==> config.mk <==
export PLATFORM = sky130hd
export DESIGN_NAME = ulpi_phy_latch_debug_uart_regs
export DESIGN_NICKNAME = d
export VERILOG_FILES = /design/src/design/ulpi_regs_pkg.sv /design/src/design/pin_sync_bank.sv /design/src/design/ulpi_phy_latch_debug_uart_regs.sv
export SDC_FILE = /design/constraint.sdc
export NUM_CORES = 1
export LEC_CHECK = 0
export CAP_MARGIN = 0
export CORE_MARGIN = 2
export CORE_UTILIZATION = 50
export DETAILED_ROUTE_END_ITERATION = 10
export DONT_BUFFER_PORTS = 1
export PLACE_DENSITY_LB_ADDON = 0.05
export SLEW_MARGIN = 0
export SYNTH_ARGS = -nofsm -noshare
export SYNTH_HDL_FRONTEND = slang
export SYNTH_SLANG_ARGS = --single-unit
==> constraint.sdc <==
create_clock -name clk -period 2 [get_ports clk]
set_clock_uncertainty 0.05 [all_clocks]
set_input_delay 0.4 -clock clk [delete_from_list [all_inputs] [get_ports clk]]
set_output_delay 0.4 -clock clk [all_outputs]
set_load 0.005 [all_outputs]
==> src/design/ulpi_regs_pkg.sv <==
// constants for the ulpi latch, debug, spare and uart route registers
package ulpi_regs_pkg;
  localparam int ADDR_W = 6;
  localparam int DATA_W = 8;
  localparam int SRC_W = 5;
  localparam int LINE_W = 2;
  // register base addresses
  localparam logic [5:0] EVENT_FLAGS_ADDR = 6'h14;
  localparam logic [5:0] LINE_MON_ADDR = 6'h15;
  localparam logic [5:0] SPARE_BASE = 6'h16;
  localparam logic [5:0] UART_CTRL_BASE = 6'h19;
  // offsets from a read/write base
  localparam logic [5:0] SET_OFFS = 6'h01;
  localparam logic [5:0] CLR_OFFS = 6'h02;
  // reset values
  localparam logic [7:0] EVENT_FLAGS_RESET = 8'h00;
  localparam logic [7:0] SPARE_RESET = 8'h00;
  localparam logic [7:0] UART_CTRL_RESET = 8'h00;
  // source bit positions in status, masks and event flags
  localparam int ID_GROUND_BIT = 4;
  localparam int SESSION_END_BIT = 3;
  localparam int SESSION_OK_BIT = 2;
  localparam int BUS_POWER_OK_BIT = 1;
  localparam int DOWNSTREAM_DETACH_BIT = 0;
  // uart route control fields
  localparam int RX_ROUTE_BIT = 3;
  localparam int TX_ROUTE_BIT = 2;
  localparam logic [7:0] UART_CTRL_WRITABLE = 8'h0C;
  // uart data pins
  localparam int UART_RX_DATA_BIT = 1;
  localparam int UART_TX_DATA_BIT = 0;
  // transmit command codes in data[7:6]
  localparam logic [1:0] CMD_REG_WRITE = 2'b10;
  localparam logic [1:0] CMD_REG_READ = 2'b11;
  // receive command byte fields
  localparam int RXCMD_LINE_LSB = 0;
  localparam int RXCMD_VBUS_LSB = 2;
  localparam int RXCMD_ID_BIT = 6;
  localparam logic [1:0] VBUS_BELOW_END = 2'b00;
  localparam logic [1:0] VBUS_END_TO_OK = 2'b01;
  localparam logic [1:0] VBUS_SESSION_OK = 2'b10;
  localparam logic [1:0] VBUS_POWER_OK = 2'b11;
  // synchroniser
  localparam int SYNC_STAGES = 2;
  localparam int SYNC_W = 9;
  localparam int SYNC_LINE_LSB = 5;
  localparam int SYNC_DP_BIT = 7;
  localparam int SYNC_CHIP_SEL_BIT = 8;
endpackage : ulpi_regs_pkg

==> src/design/pin_sync_bank.sv <==
// two-stage synchroniser bank for asynchronous pins
`timescale 1ns/1ns
module pin_sync_bank #(
  parameter int WIDTH = 9
) (
  input wire logic clk,
  input wire logic rst_b,
  input wire logic [WIDTH-1:0] asyncIn,
  output logic [WIDTH-1:0] syncOut
);
  logic [WIDTH-1:0] firstStage;

  genvar i;
  generate
    for (i = 0; i < WIDTH; i++) begin : g_sync
      always_ff @(posedge clk or negedge rst_b) begin
        if (!rst_b) begin
          firstStage[i] <= 1'b0;
          syncOut[i] <= 1'b0;
        end else begin
          firstStage[i] <= asyncIn[i];
          syncOut[i] <= firstStage[i];
        end
      end
    end
  endgenerate
endmodule : pin_sync_bank

==> src/design/ulpi_phy_latch_debug_uart_regs.sv <==
// ulpi phy event latch, line monitor, spare byte and uart route registers
`timescale 1ns/1ns
// What this block does
// [RULE1] unmasked source change sets its event flag
// [RULE2] reading event flags clears all of them
// [RULE3] entering low power clears all flags
// [RULE4] report source state in receive command bytes
// [RULE5] flag map bits 4..0, upper zero
// [RULE6] line monitor shows line state bits 1:0
// [RULE7] spare byte, reset zero, no side effects
// [RULE8] write base, set plus one, clear plus two
// [RULE9] uart routes act only with uart select
// [RULE10] link sets select before route enables
// [RULE11] uart mode stops ulpi protocol service
// [RULE12] stop or chip select ends uart mode
// [RULE13] rx route: d plus to data1
// [RULE14] tx route: data0 to d minus
// [RULE15] uart exit clears both route enables
// [RULE16] link never writes reserved control bits
// [RULE17] rise and fall masks select counted edges
// [RULE18] event beats a simultaneous clearing read
module ulpi_phy_latch_debug_uart_regs (
  input wire logic clk,
  input wire logic rst_b,
  input wire logic chipSel,
  input wire logic stp,
  input wire logic [ulpi_regs_pkg::DATA_W-1:0] dataIn,
  output logic [ulpi_regs_pkg::DATA_W-1:0] dataOut,
  output logic [ulpi_regs_pkg::DATA_W-1:0] dataOe,
  output logic dir,
  output logic nxt,
  input wire logic id_pin_grounded,
  input wire logic session_end_comparator,
  input wire logic session_ok_comparator,
  input wire logic bus_power_ok_comparator,
  input wire logic downstream_detach_detector,
  input wire logic line_level_bit1,
  input wire logic line_level_bit0,
  input wire logic dpIn,
  output logic dmOut,
  output logic dmOe,
  input wire logic [ulpi_regs_pkg::SRC_W-1:0] riseEnable,
  input wire logic [ulpi_regs_pkg::SRC_W-1:0] fallEnable,
  input wire logic uartSelect,
  input wire logic lowPowerEntry,
  output logic uartActive
);
  import ulpi_regs_pkg::*;

  typedef enum logic [3:0] {
    S_IDLE, S_ACK, S_WDATA, S_WSTOP, S_RTURN, S_RDATA, S_RBACK,
    S_XTURN, S_XDATA, S_XBACK, S_UART
  } ulpi_state_e;

  logic [SYNC_W-1:0] syncIn;
  logic [SYNC_W-1:0] syncPins;
  logic [SRC_W-1:0] srcNow;
  logic [SRC_W-1:0] srcPrev;
  logic [LINE_W-1:0] lineNow;
  logic [LINE_W-1:0] linePrev;
  logic dpNow;
  logic chipOn;

  ulpi_state_e state, next_state;
  logic [ADDR_W-1:0] addr, next_addr;
  logic isWrite, next_isWrite;
  logic [SRC_W-1:0] eventFlags, next_eventFlags;
  logic [DATA_W-1:0] spare, next_spare;
  logic [DATA_W-1:0] uartCtrl, next_uartCtrl;
  logic rxPending, next_rxPending;
  logic [DATA_W-1:0] next_dataOut;
  logic [DATA_W-1:0] next_dataOe;
  logic next_dir;
  logic next_nxt;
  logic next_dmOut;
  logic next_dmOe;
  logic next_uartActive;

  logic [SRC_W-1:0] srcEvents;
  logic lineChange;
  logic uartMode;
  logic flagsRead;

  assign syncIn = {chipSel, dpIn, line_level_bit1, line_level_bit0, id_pin_grounded,
                   session_end_comparator, session_ok_comparator,
                   bus_power_ok_comparator, downstream_detach_detector};

  pin_sync_bank #(
    .WIDTH(SYNC_W)
  ) u_sync (
    .clk(clk),
    .rst_b(rst_b),
    .asyncIn(syncIn),
    .syncOut(syncPins)
  );

  assign srcNow = syncPins[SRC_W-1:0];
  assign lineNow = syncPins[SYNC_LINE_LSB +: LINE_W];
  assign dpNow = syncPins[SYNC_DP_BIT];
  assign chipOn = syncPins[SYNC_CHIP_SEL_BIT];

  // write, set or clear access on a base address
  function automatic logic [DATA_W-1:0] rw_update(
    input logic [DATA_W-1:0] old,
    input logic [DATA_W-1:0] wdata,
    input logic [ADDR_W-1:0] a,
    input logic [ADDR_W-1:0] base
  );
    logic [DATA_W-1:0] res;
    res = old;
    if (a == base) begin
      res = wdata;
    end else if (a == ADDR_W'(base + SET_OFFS)) begin
      res = old | wdata;
    end else if (a == ADDR_W'(base + CLR_OFFS)) begin
      res = old & ~wdata;
    end
    return res;
  endfunction : rw_update

  // read accepted on base, set or clear address
  function automatic logic in_rw_window(
    input logic [ADDR_W-1:0] a,
    input logic [ADDR_W-1:0] base
  );
    return (a >= base) && (a <= ADDR_W'(base + CLR_OFFS));
  endfunction : in_rw_window

  function automatic logic [DATA_W-1:0] read_mux(input logic [ADDR_W-1:0] a);
    logic [DATA_W-1:0] res;
    res = '0;
    if (a == EVENT_FLAGS_ADDR) begin
      // [RULE5] reserved bits zero
      res = {{(DATA_W-SRC_W){1'b0}}, eventFlags};
    end else if (a == LINE_MON_ADDR) begin
      // [RULE6] live line state
      res = {{(DATA_W-LINE_W){1'b0}}, lineNow};
    end else if (in_rw_window(a, SPARE_BASE)) begin
      res = spare;
    end else if (in_rw_window(a, UART_CTRL_BASE)) begin
      res = uartCtrl;
    end
    return res;
  endfunction : read_mux

  function automatic logic [DATA_W-1:0] rx_cmd_byte(
    input logic [SRC_W-1:0] src,
    input logic [LINE_W-1:0] line
  );
    logic [DATA_W-1:0] res;
    logic [1:0] vb;
    res = '0;
    if (src[BUS_POWER_OK_BIT]) begin
      vb = VBUS_POWER_OK;
    end else if (src[SESSION_OK_BIT]) begin
      vb = VBUS_SESSION_OK;
    end else if (src[SESSION_END_BIT]) begin
      vb = VBUS_BELOW_END;
    end else begin
      vb = VBUS_END_TO_OK;
    end
    res[RXCMD_LINE_LSB +: LINE_W] = line;
    res[RXCMD_VBUS_LSB +: 2] = vb;
    res[RXCMD_ID_BIT] = src[ID_GROUND_BIT];
    return res;
  endfunction : rx_cmd_byte

  // [RULE17] edge selection by masks
  assign srcEvents = (srcNow & ~srcPrev & riseEnable) | (~srcNow & srcPrev & fallEnable);
  assign lineChange = lineNow != linePrev;
  // [RULE9] routes act only under uart select
  assign uartMode = uartSelect && (uartCtrl[RX_ROUTE_BIT] || uartCtrl[TX_ROUTE_BIT]);
  // [RULE2] clearing read when flags are driven out
  assign flagsRead = (state == S_RTURN) && (addr == EVENT_FLAGS_ADDR);

  always_comb begin
    next_state = state;
    next_addr = addr;
    next_isWrite = isWrite;
    next_spare = spare;
    next_uartCtrl = uartCtrl;
    next_rxPending = rxPending;
    next_eventFlags = eventFlags;
    next_dataOut = '0;
    next_dataOe = '0;
    next_dir = 1'b0;
    next_nxt = 1'b0;
    next_dmOut = 1'b0;
    next_dmOe = 1'b0;
    // [RULE2] clear all on read
    // [RULE3] clear all on low power
    if (flagsRead || lowPowerEntry) begin
      next_eventFlags = '0;
    end
    // [RULE1] hardware sets flags
    // [RULE18] set wins over clear
    next_eventFlags = next_eventFlags | srcEvents;
    // [RULE4] queue a receive command on change
    if ((|srcEvents) || lineChange) begin
      next_rxPending = 1'b1;
    end
    case (state)
      S_IDLE: begin
        if (uartMode) begin
          // [RULE11] ulpi service stops
          next_state = S_UART;
        end else if (!stp && (dataIn[7:6] == CMD_REG_WRITE || dataIn[7:6] == CMD_REG_READ)) begin
          next_addr = dataIn[ADDR_W-1:0];
          next_isWrite = dataIn[7:6] == CMD_REG_WRITE;
          next_state = S_ACK;
        end else if (rxPending) begin
          next_state = S_XTURN;
        end
      end
      S_ACK: begin
        next_state = isWrite ? S_WDATA : S_RTURN;
      end
      S_WDATA: begin
        // [RULE7] spare byte has no side effect
        // [RULE8] write, set and clear addresses
        next_spare = rw_update(spare, dataIn, addr, SPARE_BASE);
        next_uartCtrl = rw_update(uartCtrl, dataIn, addr, UART_CTRL_BASE) & UART_CTRL_WRITABLE;
        next_state = S_WSTOP;
      end
      S_WSTOP: begin
        if (stp) begin
          next_state = S_IDLE;
        end
      end
      S_RTURN: begin
        next_state = S_RDATA;
      end
      S_RDATA: begin
        next_state = S_RBACK;
      end
      S_RBACK: begin
        next_state = S_IDLE;
      end
      S_XTURN: begin
        next_rxPending = ((|srcEvents) || lineChange);
        next_state = S_XDATA;
      end
      S_XDATA: begin
        next_state = S_XBACK;
      end
      S_XBACK: begin
        next_state = S_IDLE;
      end
      S_UART: begin
        // [RULE12] stop ends uart mode
        if (stp || !uartMode) begin
          // [RULE15] route enables self clear
          next_uartCtrl[RX_ROUTE_BIT] = 1'b0;
          next_uartCtrl[TX_ROUTE_BIT] = 1'b0;
          next_state = S_IDLE;
        end
      end
      default: begin
        next_state = S_IDLE;
      end
    endcase
    // output decode from the coming state
    case (next_state)
      S_ACK, S_WDATA: begin
        next_nxt = 1'b1;
      end
      S_RTURN, S_XTURN: begin
        next_dir = 1'b1;
      end
      S_RDATA: begin
        next_dir = 1'b1;
        next_dataOe = '1;
        next_dataOut = read_mux(addr);
      end
      S_XDATA: begin
        next_dir = 1'b1;
        next_dataOe = '1;
        next_dataOut = rx_cmd_byte(srcNow, lineNow);
      end
      S_UART: begin
        // [RULE13] d plus to data1
        if (next_uartCtrl[RX_ROUTE_BIT]) begin
          next_dataOe[UART_RX_DATA_BIT] = 1'b1;
          next_dataOut[UART_RX_DATA_BIT] = dpNow;
        end
        // [RULE14] data0 to d minus
        if (next_uartCtrl[TX_ROUTE_BIT]) begin
          next_dmOe = 1'b1;
          next_dmOut = dataIn[UART_TX_DATA_BIT];
        end
      end
      default: begin
        next_dir = 1'b0;
      end
    endcase
    next_uartActive = next_state == S_UART;
    // [RULE12] chip select hardware reset
    if (!chipOn) begin
      next_state = S_IDLE;
      next_eventFlags = EVENT_FLAGS_RESET[SRC_W-1:0];
      next_spare = SPARE_RESET;
      next_uartCtrl = UART_CTRL_RESET;
      next_rxPending = 1'b0;
      next_dataOut = '0;
      next_dataOe = '0;
      next_dir = 1'b0;
      next_nxt = 1'b0;
      next_dmOut = 1'b0;
      next_dmOe = 1'b0;
      next_uartActive = 1'b0;
    end
  end

  always_ff @(posedge clk or negedge rst_b) begin
    if (!rst_b) begin
      state <= S_IDLE;
      addr <= '0;
      isWrite <= 1'b0;
      eventFlags <= EVENT_FLAGS_RESET[SRC_W-1:0];
      spare <= SPARE_RESET;
      uartCtrl <= UART_CTRL_RESET;
      rxPending <= 1'b0;
      srcPrev <= '0;
      linePrev <= '0;
      dataOut <= '0;
      dataOe <= '0;
      dir <= 1'b0;
      nxt <= 1'b0;
      dmOut <= 1'b0;
      dmOe <= 1'b0;
      uartActive <= 1'b0;
    end else begin
      state <= next_state;
      addr <= next_addr;
      isWrite <= next_isWrite;
      eventFlags <= next_eventFlags;
      spare <= next_spare;
      uartCtrl <= next_uartCtrl;
      rxPending <= next_rxPending;
      srcPrev <= srcNow;
      linePrev <= lineNow;
      dataOut <= next_dataOut;
      dataOe <= next_dataOe;
      dir <= next_dir;
      nxt <= next_nxt;
      dmOut <= next_dmOut;
      dmOe <= next_dmOe;
      uartActive <= next_uartActive;
    end
  end
endmodule : ulpi_phy_latch_debug_uart_regs

# Word level (Yosys, flattened, before mapping)
# Index checks and enable logic that the tools add are counted.
# W data, S select, Z words.
[word_totals]
regBits = 79
inputBits = 32
wordCells = 155
[classes]
n_lt_le_gt_ge = 4
n_eq_ne = 29
muxes = 54
bitwise = 14
n_reduce_logical = 19
[op_table]
columns = ["op", "count"]
rows = [
  ["$mux W8", 12],
  ["$eq A6 B5 Y1 const B", 8],
  ["$mux W4", 10],
  ["$pmux W4 S9", 1],
  ["$eq A4 B3 Y1 const B", 6],
  ["$and A5 B5 Y5", 4],
  ["$mux W1", 18],
  ["$eq A4 B4 Y1 const B", 4],
  ["$eq A4 B2 Y1 const B", 3],
  ["$ge A6 B5 Y1 const B", 2],
  ["$le A6 B5 Y1 const B", 2],
  ["$pmux W6 S2", 1],
  ["$mux W5", 2],
  ["$not A5 Y5", 2],
  ["$or A5 B5 Y5", 2],
  ["$and A8 B8 Y8", 1],
  ["$eq A4 B1 Y1 const B", 2],
  ["$mux W2", 4],
  ["$not A8 Y8", 1],
  ["$or A8 B8 Y8", 1],
  ["$mux W6", 1],
  ["$logic_and A1 B1 Y1", 5],
  ["$logic_or A1 B1 Y1", 5],
  ["$reduce_or A5 Y1", 1],
  ["18 further kinds", 22],
]

# Longest topological paths before layout
# Gate-level depths: netlist of the first run.
[logic_depth]
ltp_word = 10
mapped_depth = 7
mapped_depth_nobuf = 5

# Modules after synthesis
# Synthesis of the first run repeated with hierarchy kept, for this count alone.
[hier_totals]
cells_unflattened = 265
area_unflattened_um2 = 2930.3
[modules_own_cells]
columns = ["module", "n_inst", "cells_per_inst", "area_per_inst_um2"]
rows = [
  ["ulpi_phy_latch_debug_uart_regs", 1, 247, 2479.9],
  ["pin_sync_bank", 1, 18, 450.4],
]

# Least setup slack after synthesis of the first run
# No wires, ideal clock.
[synth_path]
path_type = "reg-to-reg"
start = "register state[1]"
end = "register addr[1]"
arrival_time_ns = 1.866
t_required_ns = 1.825
setup_slack_ns = -0.041
path_stages_with_launch = 7
n_path_buf = 1
synth_period_minus_slack_ns = 2.041
path_cell_list = "dfrtp_1 buf_6 and3b_1 o21ai_0 o22ai_2 nor4b_4 mux2_2"
[synth_between]
elab_chain_cells = 2
[synth_lines]
columns = ["item", "line", "rtl"]
rows = [
  ["start: declaration", "ulpi_phy_latch_debug_uart_regs.sv:64", "ulpi_state_e state, next_state;"],
  ["start signal: assignment", "ulpi_phy_latch_debug_uart_regs.sv:333", "state <= next_state;"],
  ["$logic_not A4 Y1", "ulpi_phy_latch_debug_uart_regs.sv:202", "case (state)"],
  ["$reduce_and A3 Y1 (no source line)", "n/a", ""],
  ["end signal: assignment", "ulpi_phy_latch_debug_uart_regs.sv:334", "addr <= next_addr;"],
  ["end: declaration", "ulpi_phy_latch_debug_uart_regs.sv:65", "logic [ADDR_W-1:0] addr, next_addr;"],
]
# Every way passes these cells.
# A chain may end at the register's enable or synchronous reset.

# Final worst setup path of the first run
[layout_path]
start = "register state[3]"
end = "register addr[4]"
# Same word-level chain as after synthesis.

==> results of run 1 <==
==> registers in the layout, summed over array words and instances, names as in the netlist <==
name,cells
addr,6
linePrev,2
dataOe,2
dmOut,1
dir,1
dataOut,8
rxPending,1
eventFlags,5
u_sync.firstStage,9
dmOe,1
isWrite,1
spare,8
state,4
uartActive,1
nxt,1
uartCtrl,2
u_sync.syncOut,9
srcPrev,5
==> routing by layer <==
metal	track usage, %	vias up	routed length, um
li1	-	1010	-
met5	0	-	0
met4	13.05	0	204
met2	35.33	75	3457
met1	30.76	1101	3093
met3	5.393	17	444
==> cell usage in the layout, fill, tap and decap left out, types with 2 or more instances in the layout <==
cell type,instances
sky130_fd_sc_hd__a22o_1,6
sky130_fd_sc_hd__a21oi_2,2
sky130_fd_sc_hd__and3_1,2
sky130_fd_sc_hd__dfrtp_1,63
sky130_fd_sc_hd__buf_4,34
sky130_fd_sc_hd__nand2_1,10
sky130_fd_sc_hd__a22oi_1,10
sky130_fd_sc_hd__mux2i_1,3
sky130_fd_sc_hd__a31oi_1,3
sky130_fd_sc_hd__or4b_4,2
sky130_fd_sc_hd__mux2_4,5
sky130_fd_sc_hd__dfrtp_2,4
sky130_fd_sc_hd__a211oi_2,2
sky130_fd_sc_hd__nor2b_1,2
sky130_fd_sc_hd__nor4b_1,2
sky130_fd_sc_hd__nor3_1,3
sky130_fd_sc_hd__xor2_1,4
sky130_fd_sc_hd__buf_6,5
sky130_fd_sc_hd__clkinvlp_4,2
sky130_fd_sc_hd__nor4_1,2
sky130_fd_sc_hd__o21ai_2,2
sky130_fd_sc_hd__nand2b_1,4
sky130_fd_sc_hd__o21ai_0,18
sky130_fd_sc_hd__a21oi_1,16
sky130_fd_sc_hd__o21a_1,5
sky130_fd_sc_hd__clkbuf_8,12
sky130_fd_sc_hd__nor2_1,20
sky130_fd_sc_hd__and2_1,5
sky130_fd_sc_hd__nand3_1,2
sky130_fd_sc_hd__inv_1,11
sky130_fd_sc_hd__nand3b_1,6
sky130_fd_sc_hd__a222oi_1,2
==> power by group <==
part / switching (mW) / total [mW] / internal (mW)
Sequential: 0.190 / 1.72 / 1.53
Combinational: 0.869 / 1.84 / 0.966
Clock: 0.521 / 1.20 / 0.679
==> what timing repair did <==
item | 4_1_cts | 5_1_grt
hold endpoints to repair | 67 | 67
resized for setup | 13 | 20
pin swaps | 3 | 6
setup endpoints to repair | 16 | 18
setup buffers | 3 | 10
==> cells by family after synthesis <==
kind of cell,after synthesis
AO/OA/AOI/OAI,82
AND/OR/NAND/NOR,70
flip-flops,67
buffers and inverters,28
multiplexers,8
XOR/XNOR,4
==> metrics by stage <==
step	setup WS, ns	cells	TNS [ns]	hold WS, ns	total power [mW]
after floorplan	-0.03517	259	-0.1758	0.05441	2.654
after global placement	-0.05342	340	-0.2814	0.05597	3.060
after detailed placement	-0.1062	340	-0.6119	0.05604	3.076
after CTS	-0.01927	359	-0.03576	-0.3243	4.498
after global routing	-0.1480	371	-1.418	-0.002256	4.989
final	-0.1038	371	-0.6362	0.02423	4.755
==> worst max-delay path, cell delays in order (launching register included) <==
cell,delay [ns]
sky130_fd_sc_hd__dfrtp_2,0.47
sky130_fd_sc_hd__nor4_4,0.36
sky130_fd_sc_hd__o311ai_2,0.19
sky130_fd_sc_hd__o211ai_1,0.16
sky130_fd_sc_hd__nor4b_4,0.27
sky130_fd_sc_hd__buf_6,0.18
sky130_fd_sc_hd__mux2_4,0.31
==> worst min-delay path by stage <==
| stage | endpoint | slack (ns) |
|---|---|---|
| after floorplan | addr[0]$_DFFE_PN0P_ | 0.05 |
| after global placement | dataOe[6]$_DFF_PN0_ | 0.06 |
| after detailed placement | dataOe[1]$_DFF_PN0_ | 0.06 |
| after CTS | dataOe[1]$_DFF_PN0_ | -0.32 |
| after global routing | u_sync.firstStage[8]$_DFF_PN0_ | -0.002 |
| final | u_sync.firstStage[8]$_DFF_PN0_ | 0.02 |
==> cell type report <==
type,instances,share of cell area [%]
clock buffer,13,4.717
clock inverter,3,1.258
inverter,11,1.153
multi-input combinational,164,33.65
sequential,67,46.96
tap,72,2.516
timing repair buffer,41,9.748
==> PnR_summary.wiki, run 1 <==
{| class="wikitable"
! Metric !! Value
|-
| Starting density of the core || 52.39%
|-
| Diode insertion count for antenna repair || 0
|-
| Total congestion overflow || 0
|-
| Worst max-slew margin expressed relative to the limit || ~53%
|-
| Yosys top cell by area || sky130_fd_sc_hd__dfrtp_1
|-
| Worst setup path category || flip-flop to flip-flop
|-
| Worst Setup End Kind || flip-flop
|-
| Average cell area after synthesis || roughly 11 um^2
|-
| Total via count after detailed routing || ~2200
|-
| Last weighted congestion value of the routability-driven placer || about 0.95
|-
| Most repeated cell in the gate-level netlist after synthesis || sky130_fd_sc_hd__dfrtp_1
|-
| Maximum level of the CTS H-tree || 3
|-
| Post-synthesis instance area || around 0.0029 mm^2
|-
| Number of enable-type register cells in the synthesized netlist || 0
|-
| Clock transition time at the flip-flop clock pins of the worst setup and hold paths || about 0.08 ns
|-
| Setup repair after global routing missed its margin || yes
|-
| Number of violations of the max-capacitance limit || 0
|-
| Final critical delay including setup and external delays || 2.104 ns
|-
| TritonCTS buffer count || 9
|-
| Via count of the first global-routing pass || 2141
|-
| Width of the chip || 80.43 um
|-
| Ys flop type || sky130_fd_sc_hd__dfrtp_1
|-
| Average wire per standard cell || 19.41 um
|-
| Antenna violations before repair || 0
|-
| # DRC || 0
|-
| Wire length of the first global-routing pass || roughly 11000 um
|-
| Height of the chip || 80.43 um
|-
| Layout cell share with drive strength beyond 1 || about 28%
|-
| Data arrival, critical path || 2.28 ns
|-
| Top-area cell type share of the netlist area || a little under three fifths
|-
| Antenna-violating nets left || 0
|-
| Max Clock Freq || 0.4753 GHz
|-
| Final core occ || 64.24%
|-
| Final hold viol count || 0
|-
| Final wirelength || roughly 7000 um
|-
| Combinational family with the most area after synthesis || compound AO/OA/AOI/OAI gates
|-
| Timing endpoint of the critical path || addr[4]$_DFFE_PN0P_
|-
| Multi-input gate area in the final layout || between 0.001 and 0.0015 mm^2
|-
| Cell Area, Placed || just over 0.003 mm^2
|-
| Final max-slew violation count || 0
|-
| Nets in the synthesized netlist || between 200 and 300
|-
| Clock tree root buffer cell || sky130_fd_sc_hd__clkbuf_8
|-
| Fin nets || around 330
|-
| Xor and xnor area share after synthesis || between 1 and 1.5%
|-
| Most area-consuming cells after synthesis || sky130_fd_sc_hd__dfrtp_1, sky130_fd_sc_hd__o21ai_0, sky130_fd_sc_hd__a21oi_1
|-
| Worst VDD drop || around 0.55 mV
|-
| Launching instance or port of the critical path || state[3]$_DFF_PN0_
|-
| Ys async rst share || 100.0%
|-
| Yosys warning count || 0
|-
| Count of pins on the block boundary || 53
|-
| Violations in the final reports || negative setup slack
|-
| Worst Path Max Fanout || 6
|-
| FF-to-FF Start || state[3]$_DFF_PN0_
|-
| Smallest setup slack after layout || -0.1038 ns
|-
| Detailed Route Iter0 Violations || 164
|-
| Number of unique standard cell types used by synthesis || 54
|-
| Most frequent cells after synthesis || sky130_fd_sc_hd__dfrtp_1, sky130_fd_sc_hd__nor2_1, sky130_fd_sc_hd__o21ai_0, sky130_fd_sc_hd__a21oi_1, sky130_fd_sc_hd__inv_1
|-
| Count of mapped cells out of synthesis || approximately 260
|-
| CP startpoint kind || flip-flop
|-
| Total global-route track usage || a little under a quarter
|-
| Endpoint of the worst-slack reg-to-reg timing path || addr[4]$_DFFE_PN0P_
|-
| Result of the run || finished with violations
|-
| Insertion delay of the later-clocked pin in the worst-skew pair || 0.35 ns
|-
| Total of buffers placed on input and output ports || 0
|-
| Complex-gate fraction of the synthesized area || about a fifth
|-
| Register-to-register setup slack || -0.10 ns
|-
| Number of clock sinks seen by CTS || 67
|-
| Final setup vio count || 10
|-
| Path category of the worst min-delay check || input port to flip-flop
|-
| CTS tree || done
|-
| PD cells || ~1300 mW/mm^2
|-
| Largest buffer count on any clock path || 2
|-
| Worst hold stages || 0
|-
| Floorplan die area || ~0.0065 mm^2
|-
| Area growth from synthesis to layout || 22.62%
|-
| Total iterations of the first detailed-routing run || 5
|-
| Basic-gate share of the synthesized area counting and, or, nand and nor cells || 14.57%
|-
| Number of cells on the worst reg-to-reg path || 6
|-
| Largest net degree at the start of global routing || slightly below 70
|-
| Worst slew pin tran || roughly 0.70 ns
|-
| Adder-Cell Fraction of Synth Area || 0%
|-
| Ratio of routed vias to standard cells || around 5.9
|-
| Fin crit share || 105.2%
|-
| Static Leak || ~1.6 nW
|-
| Total core area || around 0.0056 mm^2
|-
| Proportion of synthesized chip area in sequential cells || between 50% and 60%
|-
| Mux cell area share after synthesis || 2.956%
|-
| Row Count || 27
|-
| Yosys reg bits || 67
|-
| Final design instance area without fill || approximately 0.0036 mm^2
|-
| Half-perimeter wire length after placement || about 4600 um
|-
| Required time of the worst setup path || 2.18 ns
|-
| Filler instances || 430
|-
| Area taken by flip-flops and latches || between 0.0015 and 0.002 mm^2
|-
| Source of the worst hold timing path || chipSel
|}
Power figures use the tool's default switching activity.
==> run 2, diff against run 1 <==
Settings changed: SYNTH_HIERARCHICAL set to 1.
==> PnR_summary.wiki, run 2 <==
{| class="wikitable"
! Metric !! Value
|-
| Final hold viol count || 0 (unchanged)
|-
| Total Power || 4.911 mW (+3.3%)
|-
| Total iterations of the first detailed-routing run || 4 (-1)
|-
| Total global-route track usage || 22.21% (-1.1 points)
|-
| Hold_ws || 0.02942 ns (+0.005195 ns)
|-
| Count of pins on the block boundary || 53 (unchanged)
|-
| Fin crit share || 102.8% (-2.4 points)
|-
| Logic gate share of total power || 37.1% (-1.5 points)
|-
| Number of clock sinks seen by CTS || 67 (unchanged)
|-
| Most repeated cell in the gate-level netlist after synthesis || sky130_fd_sc_hd__dfrtp_1
|-
| Sw power || 1.546 mW (-2.1%)
|-
| Worst Path Max Fanout || 8 (+2)
|-
| Final core occ || 65.16% (+0.92 points)
|-
| Average wire per standard cell || 17.56 um (-9.5%)
|-
| Final critical delay including setup and external delays || 2.057 ns (-0.04722 ns)
|-
| Number of violations of the max-capacitance limit || 0 (unchanged)
|-
| Worst setup path category || flip-flop to flip-flop
|-
| Via count of the first global-routing pass || 2099 (-2.0%)
|-
| Diode insertion count for antenna repair || 0 (unchanged)
|-
| Fin nets || 339 (+4.0%)
|-
| Most frequent cells in the layout || sky130_fd_sc_hd__dfrtp_1, sky130_fd_sc_hd__buf_4, sky130_fd_sc_hd__nor2_1
|-
| Area growth from synthesis to layout || 23.95%
|-
| Top-area cell type share of the netlist area || 57.22% (-0.20 points)
|-
| Antenna violations before repair || 0 (unchanged)
|-
| Register-to-register setup slack || -0.06 ns (+0.05 ns)
|-
| Proportion of synthesized chip area in sequential cells || 57.22% (-0.20 points)
|-
| Total Neg Setup Slack || -0.3588 ns (+0.2773 ns)
|-
| Required time of the worst setup path || 2.18 ns (about the same)
|-
| Worst Setup End Kind || flip-flop
|-
| Cells after DPL || 361 (+6.2%)
|-
| Largest buffer count on any clock path || 2 (unchanged)
|-
| Ys async rst share || 100.0% (unchanged)
|-
| Yosys top cell by area || sky130_fd_sc_hd__dfrtp_1
|-
| Insertion delay of the later-clocked pin in the worst-skew pair || 0.34 ns (about the same)
|-
| Total core area || 0.005574 mm^2 (unchanged)
|-
| Number of unique standard cell types used by synthesis || 51 (-5.6%)
|-
| Sequential share of power || 34.5% (-1.7 points)
|-
| Average cell area after synthesis || 11.06 um^2 (-1.9%)
|-
| Count of mapped cells out of synthesis || 265 (+2.3%)
|-
| Data arrival, critical path || 2.24 ns (-0.04 ns)
|-
| Violations in the final reports || negative setup slack
|-
| CP startpoint kind || flip-flop
|-
| Switching power share of the total || 31.48% (-1.7 points)
|-
| Layout cell share with drive strength beyond 1 || 28.85% (+0.75 points)
|-
| Non-Filler Instances || 384 (+3.5%)
|-
| Total congestion overflow || 0 (unchanged)
|-
| Result of the run || finished with violations
|-
| Path category of the worst min-delay check || input port to flip-flop
|-
| Largest registers || u_sync/firstStage: 9 flops, u_sync/syncOut: 9 flops
|-
| Smallest setup slack after layout || -0.05657 ns (+0.04722 ns)
|-
| Wire length of the first global-routing pass || 10560 um (-2.8%)
|-
| Final setup vio count || 7 (-3)
|-
| Cell internal pwr || 3.365 mW (+6.0%)
|-
| Clock transition time at the flip-flop clock pins of the worst setup and hold paths || 0.08 ns (about the same)
|-
| Most common library cell in the layout ignoring fill and taps || sky130_fd_sc_hd__dfrtp_1
|-
| Total of buffers placed on input and output ports || 0 (unchanged)
|-
| Max Clock Freq || 0.4862 GHz (+2.3%)
|-
| Worst max-slew margin expressed relative to the limit || 68.70% (+16 points)
|-
| Final max-slew violation count || 0 (unchanged)
|-
| Floorplan die area || 0.006489 mm^2 (+0.32%)
|-
| Clock tree root buffer cell || sky130_fd_sc_hd__clkbuf_8
|-
| Width of the chip || 80.56 um (+0.16%)
|-
| # DRC || 0 (unchanged)
|-
| Yosys warning count || 6 (+6)
|-
| Worst slew pin tran || 0.4673 ns (-0.2323 ns)
|-
| Ys flop type || sky130_fd_sc_hd__dfrtp_1
|-
| Yosys reg bits || 67 (unchanged)
|-
| Clock network fraction of design power || 28.3% (+3.1 points)
|-
| Filler instances || 431 (+0.23%)
|-
| Final design instance area without fill || 0.003632 mm^2 (+1.4%)
|-
| Nets in the synthesized netlist || 297 (+2.1%)
|-
| Antenna-violating nets left || 0 (unchanged)
|-
| TritonCTS buffer count || 9 (unchanged)
|-
| Setup repair after global routing missed its margin || yes
|-
| Largest net degree at the start of global routing || 68 (unchanged)
|-
| Most frequent cells after synthesis || sky130_fd_sc_hd__dfrtp_1, sky130_fd_sc_hd__nor2_1, sky130_fd_sc_hd__a21oi_1, sky130_fd_sc_hd__nand2_1, sky130_fd_sc_hd__o21ai_0
|-
| DP Worst Slack || -0.08817 ns (+0.01801 ns)
|-
| Ratio of routed vias to standard cells || 5.604 (-5.6%)
|-
| Detailed Route Iter0 Violations || 109 (-34%)
|-
| CTS tree || done
|-
| Total via count after detailed routing || 2152 (-2.3%)
|-
| Worst VDD drop || 0.6778 mV (+24%)
|-
| PD cells || 1352 mW/mm^2 (+1.8%)
|-
| Static Leak || 1.607 nW (+2.0%)
|-
| Number of enable-type register cells in the synthesized netlist || 0 (unchanged)
|-
| Maximum level of the CTS H-tree || 3 (unchanged)
|-
| Height of the chip || 80.56 um (+0.16%)
|-
| Last weighted congestion value of the routability-driven placer || 0.8904 (-6.3%)
|-
| Starting density of the core || 52.57% (+0.18 points)
|-
| Cell Area, Placed || 0.003238 mm^2 (+4.2%)
|-
| Row Count || 27 (unchanged)
|-
| Final wirelength || 6743 um (-6.3%)
|-
| Half-perimeter wire length after placement || 4652 um (+0.44%)
|-
| Most area-consuming cells after synthesis || sky130_fd_sc_hd__dfrtp_1, sky130_fd_sc_hd__a21oi_1, sky130_fd_sc_hd__o21ai_0
|-
| Post-synthesis instance area || 0.002930 mm^2 (+0.34%)
|}
-- run 2: changes by cell type after synthesis, moves of 3 or more --
cell,before,now
sky130_fd_sc_hd__nor2_1,21,24
sky130_fd_sc_hd__a22oi_1,10,6
sky130_fd_sc_hd__nand2_1,10,22
sky130_fd_sc_hd__a22o_1,6,1
sky130_fd_sc_hd__a21oi_1,17,22
-- run 2: cells by family (layout without fill, tap and decap cells) --
kind of cell,after synthesis,in the layout,synth area share [%]
AOI/OAI and AO/OA,74,74,16.23
xor gates and xnor gates,4,4,1.195
buffers and inverters,24,71,4.440
DFF,67,67,57.22
muxes,9,9,3.330
and+or+nand+nor,87,87,17.59
-- run 2: cell type report --
type	instances	area [um^2]	share of cell area, %
Clock inverter	7	123.9	3.410
Sequential cell	67	1680	46.26
Timing Repair Buffer	46	391.6	10.78
Multi-Input combinational cell	174	1189	32.72
Clock buffer	9	123.9	3.410
Tap cell	72	90.09	2.480
Inverter	9	33.78	0.9301
-- run 2: path summary, 6_finish.rpt --
path,startpoint,to,depth (start not counted)
worst max-delay path,state[2]$_DFF_PN0_,addr[2]$_DFFE_PN0P_,7
worst min-delay path,id_pin_grounded,u_sync/firstStage[4]$_DFF_PN0_,0
worst max register to register,state[2]$_DFF_PN0_,addr[2]$_DFFE_PN0P_,7
worst min register to register,u_sync/firstStage[5]$_DFF_PN0_,u_sync/syncOut[5]$_DFF_PN0_,0
max in group asynchronous,rst_b,state[0]$_DFF_PN0_,2
min in group asynchronous,rst_b,addr[0]$_DFFE_PN0P_,2
-- run 2: power groups by stage --
stage	combinational (mW)	sequential [mW]	clock [mW]
final	1.82	1.70	1.39
after global routing	1.96	1.72	1.49
after CTS	1.63	1.69	1.42
after detailed placement	1.56	1.71	0
after global placement	1.55	1.71	0
after floorplan	1.06	1.67	0
-- run 2: timing repair --
item                       CTS  global route
buffers inserted             3             3
setup endpoints to repair   19            19
gates cloned                 0             0
hold endpoints to repair    67            67
gates resized for setup      7            14
pin swaps                    1             1
-- run 2: per-layer routing --
metal / global-route usage, % / up-vias / routed length [um]
met1: 28.39 / 1055 / 3053
met2: 35.67 / 56 / 3308
met4: 8.814 / 0 / 71
met5: 0 / - / 0
li1: - / 1035 / -
met3: 6.292 / 6 / 309
-- run 2: critical path, stage by stage (launching register included) --
cell,delay [ns]
sky130_fd_sc_hd__dfrtp_2,0.48
sky130_fd_sc_hd__buf_6,0.15
sky130_fd_sc_hd__o21bai_1,0.18
sky130_fd_sc_hd__o32ai_2,0.10
sky130_fd_sc_hd__buf_4,0.16
sky130_fd_sc_hd__nor4b_4,0.31
sky130_fd_sc_hd__buf_6,0.17
sky130_fd_sc_hd__mux2_2,0.33
==> run 3, diff against run 2 <==
Settings changed: ABC_AREA set to 1.
==> PnR_summary.wiki, run 3 <==
{| class="wikitable"
! Metric !! Value
|-
| Clock transition time at the flip-flop clock pins of the worst setup and hold paths || 0.07 ns (about the same)
|-
| Yosys top cell by area || sky130_fd_sc_hd__dfrtp_1
|-
| Width of the chip || 81.66 um (+1.4%)
|-
| Number of buffers inserted by post-CTS setup repair || 0 (-3)
|-
| Count of pins on the block boundary || 53 (unchanged)
|-
| Critical-path cell with the highest stage delay || sky130_fd_sc_hd__dfrtp_1
|-
| Post-CTS Resized || 0 (-7)
|-
| Average wire per standard cell || 15.18 um (-14%)
|-
| Worst VDD drop || 0.6069 mV (-10%)
|-
| Detailed Route Iter0 Violations || 175 (+61%)
|-
| CTS tree || done
|-
| Wire length on met3 || 375 um (+21%)
|-
| Final design instance area without fill || 0.003302 mm^2 (-9.1%)
|-
| Number of cells on the worst reg-to-reg path || 8 (+1)
|-
| Worst path max stage delay || 0.39 ns (-0.09 ns)
|-
| Row Count || 28 (+3.7%)
|-
| Filler instances || 552 (+28%)
|-
| Multi-input gate area in the final layout || 0.001090 mm^2 (-8.3%)
|-
| Total of buffers placed on input and output ports || 0 (unchanged)
|-
| Violations in the final reports || negative hold slack
|-
| Critical Path, Cell by Cell || inv_1 -> nand2_1 -> nor2_4 -> nand2_2 -> nor2_2 -> o21ai_0 -> a21oi_1 -> nor2_1
|-
| Ratio of routed vias to standard cells || 5.206 (-7.1%)
|-
| Register-to-register setup slack || 0.29 ns (+0.35 ns)
|-
| TritonCTS buffer count || 9 (unchanged)
|-
| Average cell area after synthesis || 8.869 um^2 (-20%)
|-
| Floorplan die area || 0.006668 mm^2 (+2.8%)
|-
| Via count of the first global-routing pass || 2100 (+0.048%)
|-
| Final wirelength || 6420 um (-4.8%)
|-
| Ys flop type || sky130_fd_sc_hd__dfrtp_1
|-
| Wire length of the first global-routing pass || 10430 um (-1.2%)
|-
| Final setup vio count || 0 (-7)
|-
| Static Leak || 1.600 nW (-0.44%)
|-
| Worst setup path category || flip-flop to flip-flop
|-
| Insertion delay of the later-clocked pin in the worst-skew pair || 0.34 ns (about the same)
|-
| Fin nets || 375 (+11%)
|-
| Fin crit share || 85.53% (-17 points)
|-
| Antenna-violating nets left || 0 (unchanged)
|-
| Post-synthesis instance area || 0.003015 mm^2 (+2.9%)
|-
| Ys async rst share || 100.0% (unchanged)
|-
| Total iterations of the first detailed-routing run || 4 (unchanged)
|-
| Cell Area, Placed || 0.003052 mm^2 (-5.8%)
|-
| Top routing layer used || met4
|-
| Launching instance or port of the critical path || addr[5]$_DFFE_PN0P_
|-
| Final max-slew violation count || 0 (unchanged)
|-
| Height of the chip || 81.66 um (+1.4%)
|-
| Half-perimeter wire length after placement || 4775 um (+2.7%)
|-
| Path category of the worst min-delay check || input port to async pin
|-
| Critical path depth || 8 (+1)
|-
| Proportion of synthesized chip area in sequential cells || 55.60% (-1.6 points)
|-
| Worst Path Max Fanout || 9 (+1)
|-
| Worst max-slew margin expressed relative to the limit || 76.25% (+7.6 points)
|-
| # DRC || 0 (unchanged)
|-
| Last weighted congestion value of the routability-driven placer || 0.8644 (-2.9%)
|-
| Yosys warning count || 6 (unchanged)
|-
| Result of the run || finished with violations
|-
| Number of clock sinks seen by CTS || 67 (unchanged)
|-
| Antenna violations before repair || 0 (unchanged)
|-
| Yosys reg bits || 67 (unchanged)
|-
| Most frequent cells after synthesis || sky130_fd_sc_hd__dfrtp_1, sky130_fd_sc_hd__nand2_1, sky130_fd_sc_hd__inv_1, sky130_fd_sc_hd__nor2_1
|-
| Number of unique standard cell types used by synthesis || 33 (-35%)
|-
| PD cells || 1145 mW/mm^2 (-15%)
|-
| Required time of the worst setup path || 2.18 ns (about the same)
|-
| Total congestion overflow || 0 (unchanged)
|-
| Number of enable-type register cells in the synthesized netlist || 0 (unchanged)
|-
| Top-area cell type share of the netlist area || 55.60% (-1.6 points)
|-
| Most area-consuming cells after synthesis || sky130_fd_sc_hd__dfrtp_1, sky130_fd_sc_hd__nand2_1, sky130_fd_sc_hd__inv_1
|-
| Final hold viol count || 67 (+67)
|-
| Largest net degree at the start of global routing || 68 (unchanged)
|-
| Clock tree root buffer cell || sky130_fd_sc_hd__clkbuf_8
|-
| Worst Setup End Kind || flip-flop
|-
| Number of violations of the max-capacitance limit || 0 (unchanged)
|-
| Routed wl met2 || 3006 um (-9.1%)
|-
| FF-to-FF Start || addr[5]$_DFFE_PN0P_
|-
| Total via count after detailed routing || 2202 (+2.3%)
|-
| Total core area || 0.005886 mm^2 (+5.6%)
|-
| Worst slew pin tran || 0.3525 ns (-0.1148 ns)
|-
| Count of mapped cells out of synthesis || 340 (+28%)
|-
| Hold_ws || -0.3041 ns (-0.3336 ns)
|-
| Routed length on met1 || 2940 um (-3.7%)
|-
| Endpoint of the worst-slack reg-to-reg timing path || spare[3]$_DFFE_PN0P_
|-
| Setup repair after global routing missed its margin || no
|-
| Bufs and invs on worst path || 1 (-2)
|-
| Max Clock Freq || 0.5846 GHz (+20%)
|-
| Final critical delay including setup and external delays || 1.711 ns (-0.3459 ns)
|-
| Area taken by flip-flops and latches || 0.001677 mm^2 (-0.22%)
|-
| Most frequent cells in the layout || sky130_fd_sc_hd__nand2_1, sky130_fd_sc_hd__dfrtp_1, sky130_fd_sc_hd__inv_1
|-
| Data arrival, critical path || 1.89 ns (-0.35 ns)
|-
| Largest buffer count on any clock path || 2 (unchanged)
|-
| Diode insertion count for antenna repair || 0 (unchanged)
|-
| Timing endpoint of the critical path || spare[3]$_DFFE_PN0P_
|-
| CP delay by family, top || simple AND/OR/NAND/NOR gates
|-
| CP startpoint kind || flip-flop
|-
| Largest registers || u_sync/firstStage: 9 flops, u_sync/syncOut: 9 flops
|-
| Area growth from synthesis to layout || 9.502%
|-
| Maximum level of the CTS H-tree || 3 (unchanged)
|-
| Nets in the synthesized netlist || 372 (+25%)
|-
| Total Neg Setup Slack || 0 ns (+0.3588 ns)
|-
| Layout cell share with drive strength beyond 1 || 12.64% (-16 points)
|-
| Total global-route track usage || 21.60% (-0.61 points)
|-
| Starting density of the core || 51.23% (-1.3 points)
|}
## run 3: changes by cell type in the layout (fill, tap and decap cells not counted), moves of 7 or more
| cell | change |
|---|---|
| sky130_fd_sc_hd__nand4_1 | +7 |
| sky130_fd_sc_hd__nand2_1 | +46 |
| sky130_fd_sc_hd__o21ai_1 | +9 |
| sky130_fd_sc_hd__nand3_1 | +19 |
| sky130_fd_sc_hd__o21ai_0 | -7 |
| sky130_fd_sc_hd__inv_1 | +33 |
| sky130_fd_sc_hd__nor2_1 | +13 |
| sky130_fd_sc_hd__buf_4 | -37 |
## run 3: worst register-to-register path, stage by stage (launching register included)
cell,delay [ns]
sky130_fd_sc_hd__dfrtp_1,0.39
sky130_fd_sc_hd__inv_1,0.06
sky130_fd_sc_hd__nand2_1,0.09
sky130_fd_sc_hd__nor2_4,0.19
sky130_fd_sc_hd__nand2_2,0.18
sky130_fd_sc_hd__nor2_2,0.30
sky130_fd_sc_hd__o21ai_0,0.13
sky130_fd_sc_hd__a21oi_1,0.17
sky130_fd_sc_hd__nor2_1,0.05
## run 3: cell families (layout without fill, tap and decap cells)
family / count (synthesis) / count (layout) / share of synthesized area (%)
AO/OA/AOI/OAI: 55 / 55 / 10.29
buffers and inverters: 56 / 64 / 8.257
flip-flops: 67 / 67 / 55.60
AND/OR/NAND/NOR: 162 / 162 / 25.85
## run 3: layout make-up
| type | count | share of cell area [%] |
|---|---|---|
| Multi-Input combinational cell | 217 | 33.01 |
| Inverter | 45 | 5.116 |
| Sequential cell | 67 | 50.78 |
| Clock inverter | 6 | 3.410 |
| Clock buffer | 10 | 4.168 |
| Tap cell | 75 | 2.842 |
| Timing Repair Buffer | 3 | 0.6821 |
## run 3: report_power, final
part           internal (mW)  total [mW]  switching (mW)
clock                  0.864        1.38           0.520
sequential              1.50        1.67           0.167
combinational          0.220       0.726           0.506
total                   2.59        3.78            1.19
## run 3: how the worst min path moves through the flow
| stage | cells past startpoint | start | slack [ns] | endpoint |
|---|---|---|---|---|
| finish | 0 | rst_b | -0.30 | addr[4]$_DFFE_PN0P_ |
| global route | 0 | rst_b | -0.33 | addr[2]$_DFFE_PN0P_ |
| detailed placement | 0 | rst_b | 0.06 | addr[2]$_DFFE_PN0P_ |
| floorplan | 0 | rst_b | 0.05 | addr[0]$_DFFE_PN0P_ |
| global placement | 0 | rst_b | 0.06 | addr[3]$_DFFE_PN0P_ |
| CTS | 0 | rst_b | -0.31 | dataOut[4]$_DFF_PN0_ |
## run 3: through the flow
stage / worst slack, ns / total power [mW] / utilization [%] / cells
CTS: 0.2919 / 3.810 / 56.10 / 423
floorplan: 0.5454 / 2.307 / - / 340
global route: 0.1592 / 4.006 / 56.10 / 423
global placement: 0.3309 / 2.409 / 51.85 / 407
finish: 0.2893 / 3.779 / 56.10 / 423
detailed placement: 0.3082 / 2.419 / 51.85 / 407
## run 3: per-layer routing
| layer | vias up | track usage (%) |
|---|---|---|
| met3 | 9 | 4.505 |
| met4 | 0 | 10.00 |
| met1 | 1033 | 31.28 |
| li1 | 1094 | - |
| met5 | - | 0 |
| met2 | 66 | 31.23 |
